===== config.mk =====
export PLATFORM = sky130hd
export DESIGN_NAME = tmon_top
export DESIGN_NICKNAME = d
export VERILOG_FILES = /design/src/tmon_pkg.sv /design/src/tmon_edge_sel.sv /design/src/tmon_top.sv
export SDC_FILE = /design/constraint.sdc
export NUM_CORES = 1
export LEC_CHECK = 0
export ABC_CLOCK_PERIOD_IN_PS = 2200
export BUFFER_PORTS_ARGS = -buffer_cell sky130_fd_sc_hd__buf_2
export CAP_MARGIN = 0
export CORE_MARGIN = 2
export CORE_UTILIZATION = 59
export CTS_BUF_LIST = sky130_fd_sc_hd__clkbuf_8
export DETAILED_ROUTE_END_ITERATION = 6
export PLACE_DENSITY = 0.92
export SLEW_MARGIN = 20
export SYNTH_ARGS = -nofsm -noshare
export SYNTH_HDL_FRONTEND = slang
export SYNTH_SLANG_ARGS = --single-unit

===== constraint.sdc =====
create_clock -name pclk -period 2.2 [get_ports pclk]
set_input_delay 0.55 -clock pclk [delete_from_list [all_inputs] [get_ports pclk]]
set_output_delay 0.55 -clock pclk [all_outputs]
set_load 0.01 [all_outputs]

===== src/tmon_pkg.sv =====
// shared constants for the trigger output monitor
package tmon_pkg;

  localparam int unsigned ADDR_W    = 8;
  localparam int unsigned DATA_W    = 32;
  localparam int unsigned NUM_GEN   = 4;
  localparam int unsigned SEL_W     = 2;
  localparam int unsigned TALLY_W   = 16;
  localparam int unsigned LIMIT_W   = 24;

  // register byte offsets
  localparam logic [ADDR_W-1:0] OFS_SOURCE = 8'h00;
  localparam logic [ADDR_W-1:0] OFS_STATUS = 8'h04;
  localparam logic [ADDR_W-1:0] OFS_CLEAR  = 8'h08;
  localparam logic [ADDR_W-1:0] OFS_TALLY  = 8'h0C;
  localparam logic [ADDR_W-1:0] OFS_LIMIT  = 8'h10;
  localparam logic [ADDR_W-1:0] OFS_QUEUE  = 8'h14;

  // field positions
  localparam int unsigned STS_RATE_BIT   = 0;
  localparam int unsigned STS_ABSENT_BIT = 1;
  localparam int unsigned CLR_RATE_BIT   = 0;
  localparam int unsigned CLR_TALLY_BIT  = 1;
  localparam int unsigned CLR_ABSENT_BIT = 2;
  localparam int unsigned QUEUE_EN_BIT   = 0;

  // reset values and tally saturation limit
  localparam logic [SEL_W-1:0]   RST_SOURCE = 2'h0;
  localparam logic [LIMIT_W-1:0] RST_LIMIT  = 24'h000000;
  localparam logic [TALLY_W-1:0] TALLY_MAX  = 16'hFFFF;

endpackage


===== src/tmon_edge_sel.sv =====
// per-generator rising edge detect and source select
`timescale 1ns/1ps
module tmon_edge_sel #(
  parameter int unsigned NUM = 4,
  parameter int unsigned SW  = 2
) (
  input  wire logic           pclk,
  input  wire logic           presetn,
  input  wire logic           ce,
  input  wire logic [NUM-1:0] pulse_former,
  input  wire logic [SW-1:0]  sel,
  output logic                start_edge
);

  logic [NUM-1:0] prev_q;
  logic [NUM-1:0] prev_d;
  logic [NUM-1:0] rise;
  logic           start_edge_d;
  logic           start_edge_q;

  // refuse a selector that cannot address every generator
  if (NUM > (1 << SW)) begin : g_chk
    $error("selector too narrow for generator count");
  end

  genvar g;
  generate
    for (g = 0; g < NUM; g++) begin : g_edge
      assign rise[g] = pulse_former[g] & ~prev_q[g];
    end
  endgenerate

  always_comb begin
    prev_d       = prev_q;
    start_edge_d = 1'b0;
    if (ce) begin
      prev_d       = pulse_former;
      start_edge_d = rise[sel];
    end
  end

  // a one-cycle pulse; held under ce low so nothing is lost
  always_ff @(posedge pclk or negedge presetn) begin
    if (!presetn) begin
      prev_q       <= '0;
      start_edge_q <= 1'b0;
    end else if (ce) begin
      prev_q       <= prev_d;
      start_edge_q <= start_edge_d;
    end
  end

  assign start_edge = start_edge_q;

endmodule


===== src/tmon_top.sv =====
// trigger output monitor: overrun, pulse tally, missing frame
`timescale 1ns/1ps
// Operation
// flag overrun when input pulses beat the configured rate limit.
// with queuing on, flag overrun only when queue is full on arrival.
// reading the overrun flag returns it and leaves it set.
// only the overrun clear command returns the overrun flag to no.
// read-write source selector picks generator 0 to 3, resets to 0.
// count each output pulse of the selected generator, 0 to 65535.
// the tally clear command sets the pulse count to zero.
// two start edges with no valid frame between them set missing flag.
// missing flag holds until its clear command returns it to no.
// missing-frame detection uses the generator chosen by the selector.
// software picks the camera trigger generator, starts acquisition first.
// the pulse count holds at 65535 instead of wrapping.
// a one-cycle frame-valid event re-arms detection between start edges.
module tmon_top (
  input  wire logic                            pclk,
  input  wire logic                            presetn,
  input  wire logic                            ce,
  input  wire logic                            psel,
  input  wire logic                            penable,
  input  wire logic                            pwrite,
  input  wire logic [tmon_pkg::ADDR_W-1:0]     paddr,
  input  wire logic [tmon_pkg::DATA_W-1:0]     pwdata,
  output logic      [tmon_pkg::DATA_W-1:0]     prdata,
  output logic                                 pready,
  output logic                                 pslverr,
  input  wire logic [tmon_pkg::NUM_GEN-1:0]    pulse_former,
  input  wire logic                            trig_in_pulse,
  input  wire logic                            queue_full,
  input  wire logic                            frame_valid,
  output logic                                 rate_overrun_flag,
  output logic                                 absent_frame_flag,
  output logic                                 queue_enable
);
  import tmon_pkg::*;

  // apb slave state
  logic              pready_q;
  logic              pready_d;
  logic              pslverr_q;
  logic              pslverr_d;
  logic [DATA_W-1:0] prdata_q;
  logic [DATA_W-1:0] prdata_d;

  // software settings
  logic [SEL_W-1:0]   source_q;
  logic [SEL_W-1:0]   source_d;
  logic [LIMIT_W-1:0] limit_q;
  logic [LIMIT_W-1:0] limit_d;
  logic               queue_en_q;
  logic               queue_en_d;

  // monitor state
  logic               rate_flag_q;
  logic               rate_flag_d;
  logic [LIMIT_W-1:0] gap_q;
  logic [LIMIT_W-1:0] gap_d;
  logic               seen_trig_q;
  logic               seen_trig_d;
  logic [TALLY_W-1:0] tally_q;
  logic [TALLY_W-1:0] tally_d;
  logic               absent_q;
  logic               absent_d;
  logic               armed_q;
  logic               armed_d;
  logic               frame_seen_q;
  logic               frame_seen_d;

  // decoded bus and monitor events
  logic               access;
  logic               wr_take;
  logic               rd_take;
  logic               hit;
  logic               clr_rate;
  logic               clr_tally;
  logic               clr_absent;
  logic               start_edge;
  logic               too_fast;
  logic               overrun_evt;
  logic               missing_evt;
  logic [DATA_W-1:0]  rd_word;

  tmon_edge_sel #(
    .NUM (NUM_GEN),
    .SW  (SEL_W)
  ) u_edge (
    .pclk         (pclk),
    .presetn      (presetn),
    .ce           (ce),
    .pulse_former (pulse_former),
    .sel          (source_q),
    .start_edge   (start_edge)
  );

  // ---------------- apb decode ----------------
  // one wait state: pready rises in the second access cycle
  assign access  = psel & penable;
  assign wr_take = access & pready_q & pwrite;
  assign rd_take = access & ~pready_q & ~pwrite;

  always_comb begin
    hit = 1'b1;
    unique case (paddr)
      OFS_SOURCE: hit = 1'b1;
      OFS_STATUS: hit = 1'b1;
      OFS_CLEAR:  hit = 1'b1;
      OFS_TALLY:  hit = 1'b1;
      OFS_LIMIT:  hit = 1'b1;
      OFS_QUEUE:  hit = 1'b1;
      default:    hit = 1'b0;
    endcase
  end

  // clear commands are write-only strobes of the clear register
  assign clr_rate   = wr_take & hit & (paddr == OFS_CLEAR)
                      & pwdata[CLR_RATE_BIT];
  assign clr_tally  = wr_take & hit & (paddr == OFS_CLEAR)
                      & pwdata[CLR_TALLY_BIT];
  assign clr_absent = wr_take & hit & (paddr == OFS_CLEAR)
                      & pwdata[CLR_ABSENT_BIT];

  // read mux; clear register reads as zero
  always_comb begin
    rd_word = '0;
    unique case (paddr)
      OFS_SOURCE: rd_word[SEL_W-1:0] = source_q;
      OFS_STATUS: begin
        rd_word[STS_RATE_BIT]   = rate_flag_q;
        rd_word[STS_ABSENT_BIT] = absent_q;
      end
      OFS_TALLY:  rd_word[TALLY_W-1:0] = tally_q;
      OFS_LIMIT:  rd_word[LIMIT_W-1:0] = limit_q;
      OFS_QUEUE:  rd_word[QUEUE_EN_BIT] = queue_en_q;
      default:    rd_word = '0;
    endcase
  end

  always_comb begin
    pready_d  = pready_q;
    pslverr_d = pslverr_q;
    prdata_d  = prdata_q;
    if (ce) begin
      pready_d  = access & ~pready_q;
      pslverr_d = access & ~pready_q & ~hit;
      if (rd_take) begin
        prdata_d = rd_word;
      end
    end
  end

  always_ff @(posedge pclk or negedge presetn) begin
    if (!presetn) begin
      pready_q  <= 1'b0;
      pslverr_q <= 1'b0;
      prdata_q  <= '0;
    end else begin
      pready_q  <= pready_d;
      pslverr_q <= pslverr_d;
      prdata_q  <= prdata_d;
    end
  end

  // ---------------- settings ----------------
  always_comb begin
    source_d   = source_q;
    limit_d    = limit_q;
    queue_en_d = queue_en_q;
    if (ce && wr_take && hit) begin
      unique case (paddr)
        OFS_SOURCE: source_d   = pwdata[SEL_W-1:0];
        OFS_LIMIT:  limit_d    = pwdata[LIMIT_W-1:0];
        OFS_QUEUE:  queue_en_d = pwdata[QUEUE_EN_BIT];
        default:    source_d   = source_q;
      endcase
    end
  end

  always_ff @(posedge pclk or negedge presetn) begin
    if (!presetn) begin
      source_q   <= RST_SOURCE;
      limit_q    <= RST_LIMIT;
      queue_en_q <= 1'b0;
    end else begin
      source_q   <= source_d;
      limit_q    <= limit_d;
      queue_en_q <= queue_en_d;
    end
  end

  // ---------------- rate overrun ----------------
  // limit is the least period in cycles; zero disables the check
  assign too_fast = seen_trig_q & (limit_q != '0) & (gap_q < limit_q);

  always_comb begin
    if (queue_en_q) begin
      overrun_evt = trig_in_pulse & queue_full;
    end else begin
      overrun_evt = trig_in_pulse & too_fast;
    end
  end

  always_comb begin
    gap_d       = gap_q;
    seen_trig_d = seen_trig_q;
    rate_flag_d = rate_flag_q;
    if (ce) begin
      if (trig_in_pulse) begin
        // gap restarts at one so a pulse exactly limit apart passes
        gap_d       = {{(LIMIT_W-1){1'b0}}, 1'b1};
        seen_trig_d = 1'b1;
      end else if (gap_q != {LIMIT_W{1'b1}}) begin
        gap_d = gap_q + 1'b1;
      end
      // set beats clear in the same cycle
      if (overrun_evt) begin
        rate_flag_d = 1'b1;
      end else if (clr_rate) begin
        rate_flag_d = 1'b0;
      end
    end
  end

  always_ff @(posedge pclk or negedge presetn) begin
    if (!presetn) begin
      gap_q       <= '0;
      seen_trig_q <= 1'b0;
      rate_flag_q <= 1'b0;
    end else begin
      gap_q       <= gap_d;
      seen_trig_q <= seen_trig_d;
      rate_flag_q <= rate_flag_d;
    end
  end

  // ---------------- output pulse tally ----------------
  always_comb begin
    tally_d = tally_q;
    if (ce) begin
      if (clr_tally) begin
        tally_d = '0;
      end else if (start_edge && tally_q != TALLY_MAX) begin
        tally_d = tally_q + 1'b1;
      end
      // saturates: a wrapped count would look like few pulses
    end
  end

  always_ff @(posedge pclk or negedge presetn) begin
    if (!presetn) begin
      tally_q <= '0;
    end else begin
      tally_q <= tally_d;
    end
  end

  // ---------------- missing frame ----------------
  // a frame in the same cycle as an edge counts as between them
  assign missing_evt = start_edge & armed_q & ~frame_seen_q
                       & ~frame_valid;

  always_comb begin
    armed_d      = armed_q;
    frame_seen_d = frame_seen_q;
    absent_d     = absent_q;
    if (ce) begin
      if (start_edge) begin
        armed_d      = 1'b1;
        frame_seen_d = 1'b0;
      end else if (frame_valid) begin
        frame_seen_d = 1'b1;
      end
      if (missing_evt) begin
        absent_d = 1'b1;
      end else if (clr_absent) begin
        absent_d = 1'b0;
      end
    end
  end

  always_ff @(posedge pclk or negedge presetn) begin
    if (!presetn) begin
      armed_q      <= 1'b0;
      frame_seen_q <= 1'b0;
      absent_q     <= 1'b0;
    end else begin
      armed_q      <= armed_d;
      frame_seen_q <= frame_seen_d;
      absent_q     <= absent_d;
    end
  end

  // ---------------- outputs ----------------
  assign prdata            = prdata_q;
  assign pready            = pready_q;
  assign pslverr           = pslverr_q;
  assign rate_overrun_flag = rate_flag_q;
  assign absent_frame_flag = absent_q;
  assign queue_enable      = queue_en_q;

endmodule


==> flow_summary_export.csv <==
group,metric,value,unit
cts,clk_pin_slew_worst_paths,110,ps
pwr,p_seq_frac,0.572,
die,die-area,10200,um2
cts,clockBufferDepth,2,
routing,drtIter0Drc,484,
die,core_area,9200,um2
worst_hold_path,min_path_type,"primary input to flip-flop",
synth,synth_edf_count,0,
cts,htreeDepth,3,
cts,cts_made_buffers,9,
timing,hold_slack,361,ps
grt,antenna_found_initial,0,
timing,period_minus_slack,2160,ps
timing,finalHoldViolations,0,
die,num_rows,35,
die,fp.dieW,101,um
pwr,combPwrFrac,0.097,
synth,synth_mux_area_frac,0.0279,
place,portBuffers,73,
synth,synthAdderAreaFrac,0.0562,
routing,post_drt_wl_per_cell,18.4,um
grt,grt_pass1_wl,23600,um
synth,synth_top_family_by_area,"simple AND/OR/NAND/NOR gates",
setup_path,cp_max_fo,3,
pwr,internal-power,2.57,mW
final_layout,drive_gt1_frac,0.198,
final_layout,syn2layout_area_growth,13.7,%
cts,cts_tree,"built",
routing,first_pass_iters,6,
pwr,power.leakage,2.90,nW
die,start_util,0.605,
pwr,sw_frac_of_total,0.290,
pwr,totalPowerFinal,3.62,mW
routing,via_per_inst,6.45,
synth,synth_flop_cell,"dfrtp_1",
synth,synth-seq-cells,103,
timing,finClkSkew,9.61,ps
place,dpl-instance-area,6100,um2
synth,async_flop_share,1.00,
grt,grt-ovfl-total,0,
place,dpl.hpwl,10200,um
synth,yosysSeqAreaShare,0.463,
routing,vias,5082,
timing,fmax,463,MHz
cts,cts_sinks,103,
die,design.portCount,90,
status,outcome,"completed",
setup_path,crit_required,2470,ps
synth,synth_cell_types,60,
timing,tightest_slew,569,ps
synth,syn_avg_cell_area,9.34,um2
timing,setup_viol,0,
setup_path,critical_path_class,"flip-flop to flip-flop",
pwr,clock_power_share,0.332,
cts,cts-root-buf,"clkbuf_8",
routing,antenna_left,0,
job,maxCapViolCount,0,
final_layout,postLayoutCellArea,6330,um2
pwr,ir_drop,0.319,mV
place,place.gp.congestion,0.923,
synth,ys_warn_count,0,
timing,fin_crit_sh,0.982,
timing,maxSlewViolCount,0,
pwr,p_switching,1.05,mW
synth,synthXorXnorAreaFrac,0.0220,
timing,rsz0062_at_grt,"no",
final_layout,nets,750,
synth,postSynthCellCount,596,
cts,clkLatencyLatePin,390,ps
timing,max_slew_margin,0.611,
timing,tns,0,ps
setup_path,cp.arrival,2430,ps
synth,synth_area,5570,um2
final_layout,diodes,0,
grt,grt_pass1_vias,4960,
routing,wirelength,14500,um
die,die_h,101,um
pwr,power_density,572,nW/um2
routing,drc,0,
synth,synthSimpleGateAreaFrac,0.222,
setup_path,endpoint_kind,"flip-flop",
synth,synth_compound_area_frac,0.152,
setup_path,start_kind,"flip-flop",
grt,grt_start_max_net_pins,59,
grt,grt_usage,0.294,
layout make-up:
cell class	instances	area, um2
well taps	111	139
inverters	31	116
flip-flops and latches	103	2580
repair buffers	93	583
fillers	653	2870
multi-input cells	434	2710
clock buffers	9	124
clock inverters	7	75.1
power groups by stage:
stage | Combinational [mW] | Clock, mW | Sequential [mW]
floorplan | 0.184 | 0 | 2.08
global placement | 0.315 | 0 | 2.10
detailed placement | 0.335 | 0 | 2.10
CTS | 0.341 | 1.19 | 2.07
global route | 0.394 | 1.27 | 2.08
finish | 0.350 | 1.20 | 2.07
Yosys cell counts (all sizes together), types with 12 or more instances:
| master | number | area, um2 |
|---|---|---|
| nand4 | 15 | 93.8 |
| buf | 20 | 138 |
| nor3 | 12 | 82.6 |
| ha | 25 | 313 |
| nor2 | 28 | 105 |
| nand3 | 22 | 115 |
| xnor2 | 13 | 114 |
| clkbuf | 15 | 56.3 |
| dfrtp | 103 | 2580 |
| o21ai | 61 | 305 |
| a22oi | 17 | 128 |
| a21oi | 27 | 135 |
| inv | 31 | 116 |
| nor4 | 16 | 106 |
| nand2 | 84 | 315 |
worst paths after layout:
| kind | cells past startpoint | slack, ps | to | start |
|---|---|---|---|---|
| max | 6 | 40 | rate_overrun_flag$_DFFE_PN0P_ | limit_q[23]$_DFFE_PN0P_ |
| min | 3 | 360 | limit_q[18]$_DFFE_PN0P_ | pwdata[18] |
| max reg2reg | 6 | 40 | rate_overrun_flag$_DFFE_PN0P_ | limit_q[23]$_DFFE_PN0P_ |
| min reg2reg | 2 | 480 | prdata[9]$_DFFE_PN0P_ | prdata[9]$_DFFE_PN0P_ |
| max in group asynchronous | 3 | 1210 | prdata[10]$_DFFE_PN0P_ | presetn |
| min in group asynchronous | 2 | 500 | pready$_DFFE_PN0P_ | presetn |
state kept, by name, indices dropped and copies added, names as in the netlist:
name and cells:
gap_q 24, source_q 2, rate_overrun_flag 1, u_edge.start_edge 1, tally_q 16, seen_trig_q 1
limit_q 24, armed_q 1, queue_enable 1, pslverr 1, absent_frame_flag 1, prdata 24
pready 1, u_edge.prev_q 4, frame_seen_q 1
critical path: stages, from the launching register on:
cell and delay, ps:
dfrtp_1 420, inv_1 80, ha_1 200, or4b_2 670
a31oi_1 240, o211ai_1 170, o31ai_2 280
metal layers:
| layer | up-vias | part of all wire | track usage |
|---|---|---|---|
| met4 | 0 | 0.042 | 0.126 |
| met1 | 2444 | 0.38 | 0.364 |
| li1 | 2291 | - | - |
| met3 | 61 | 0.067 | 0.0490 |
| met2 | 286 | 0.51 | 0.510 |
| met5 | - | 0 | 0 |
cell usage in the layout, fill, tap and decap left out, drive strengths merged, types with 10 or more instances in the layout:
cell type and instances:
dfrtp 103, buf 92, nand2 84, o21ai 61, inv 34, nor2 28
a21oi 27, ha 25, nand3 22, a22oi 17, nor4 16, nand4 15
xnor2 13, nor3 12, or4 11, o31ai 11, mux2 10
per-stage QoR:
stage,std cells,util,setup WS (ps)
2_1_floorplan,603,-,58.3
3_3_place_gp,770,0.664,48.8
3_5_place_dp,770,0.664,1.02
4_1_cts,787,0.686,15.2
5_1_grt,788,0.688,7.89
6_report,788,0.688,40.7
cells by family after synthesis:
logic type	count (synthesis)
XOR/XNOR	14
AND/OR/NAND/NOR	234
flip-flops	103
other	1
buffers and inverters	66
multiplexers	13
adder cells (fa/ha/maj)	25
AO/OA/AOI/OAI	140
repair_timing:
item | CTS | global route
resized for setup | 0 | 4
buffers inserted | 0 | 1
hold buffers | 1 | 0
hold endpoints to repair | 3 | 0
endpoints found under the setup margin | 0 | 5
Power figures use the tool's default switching activity.
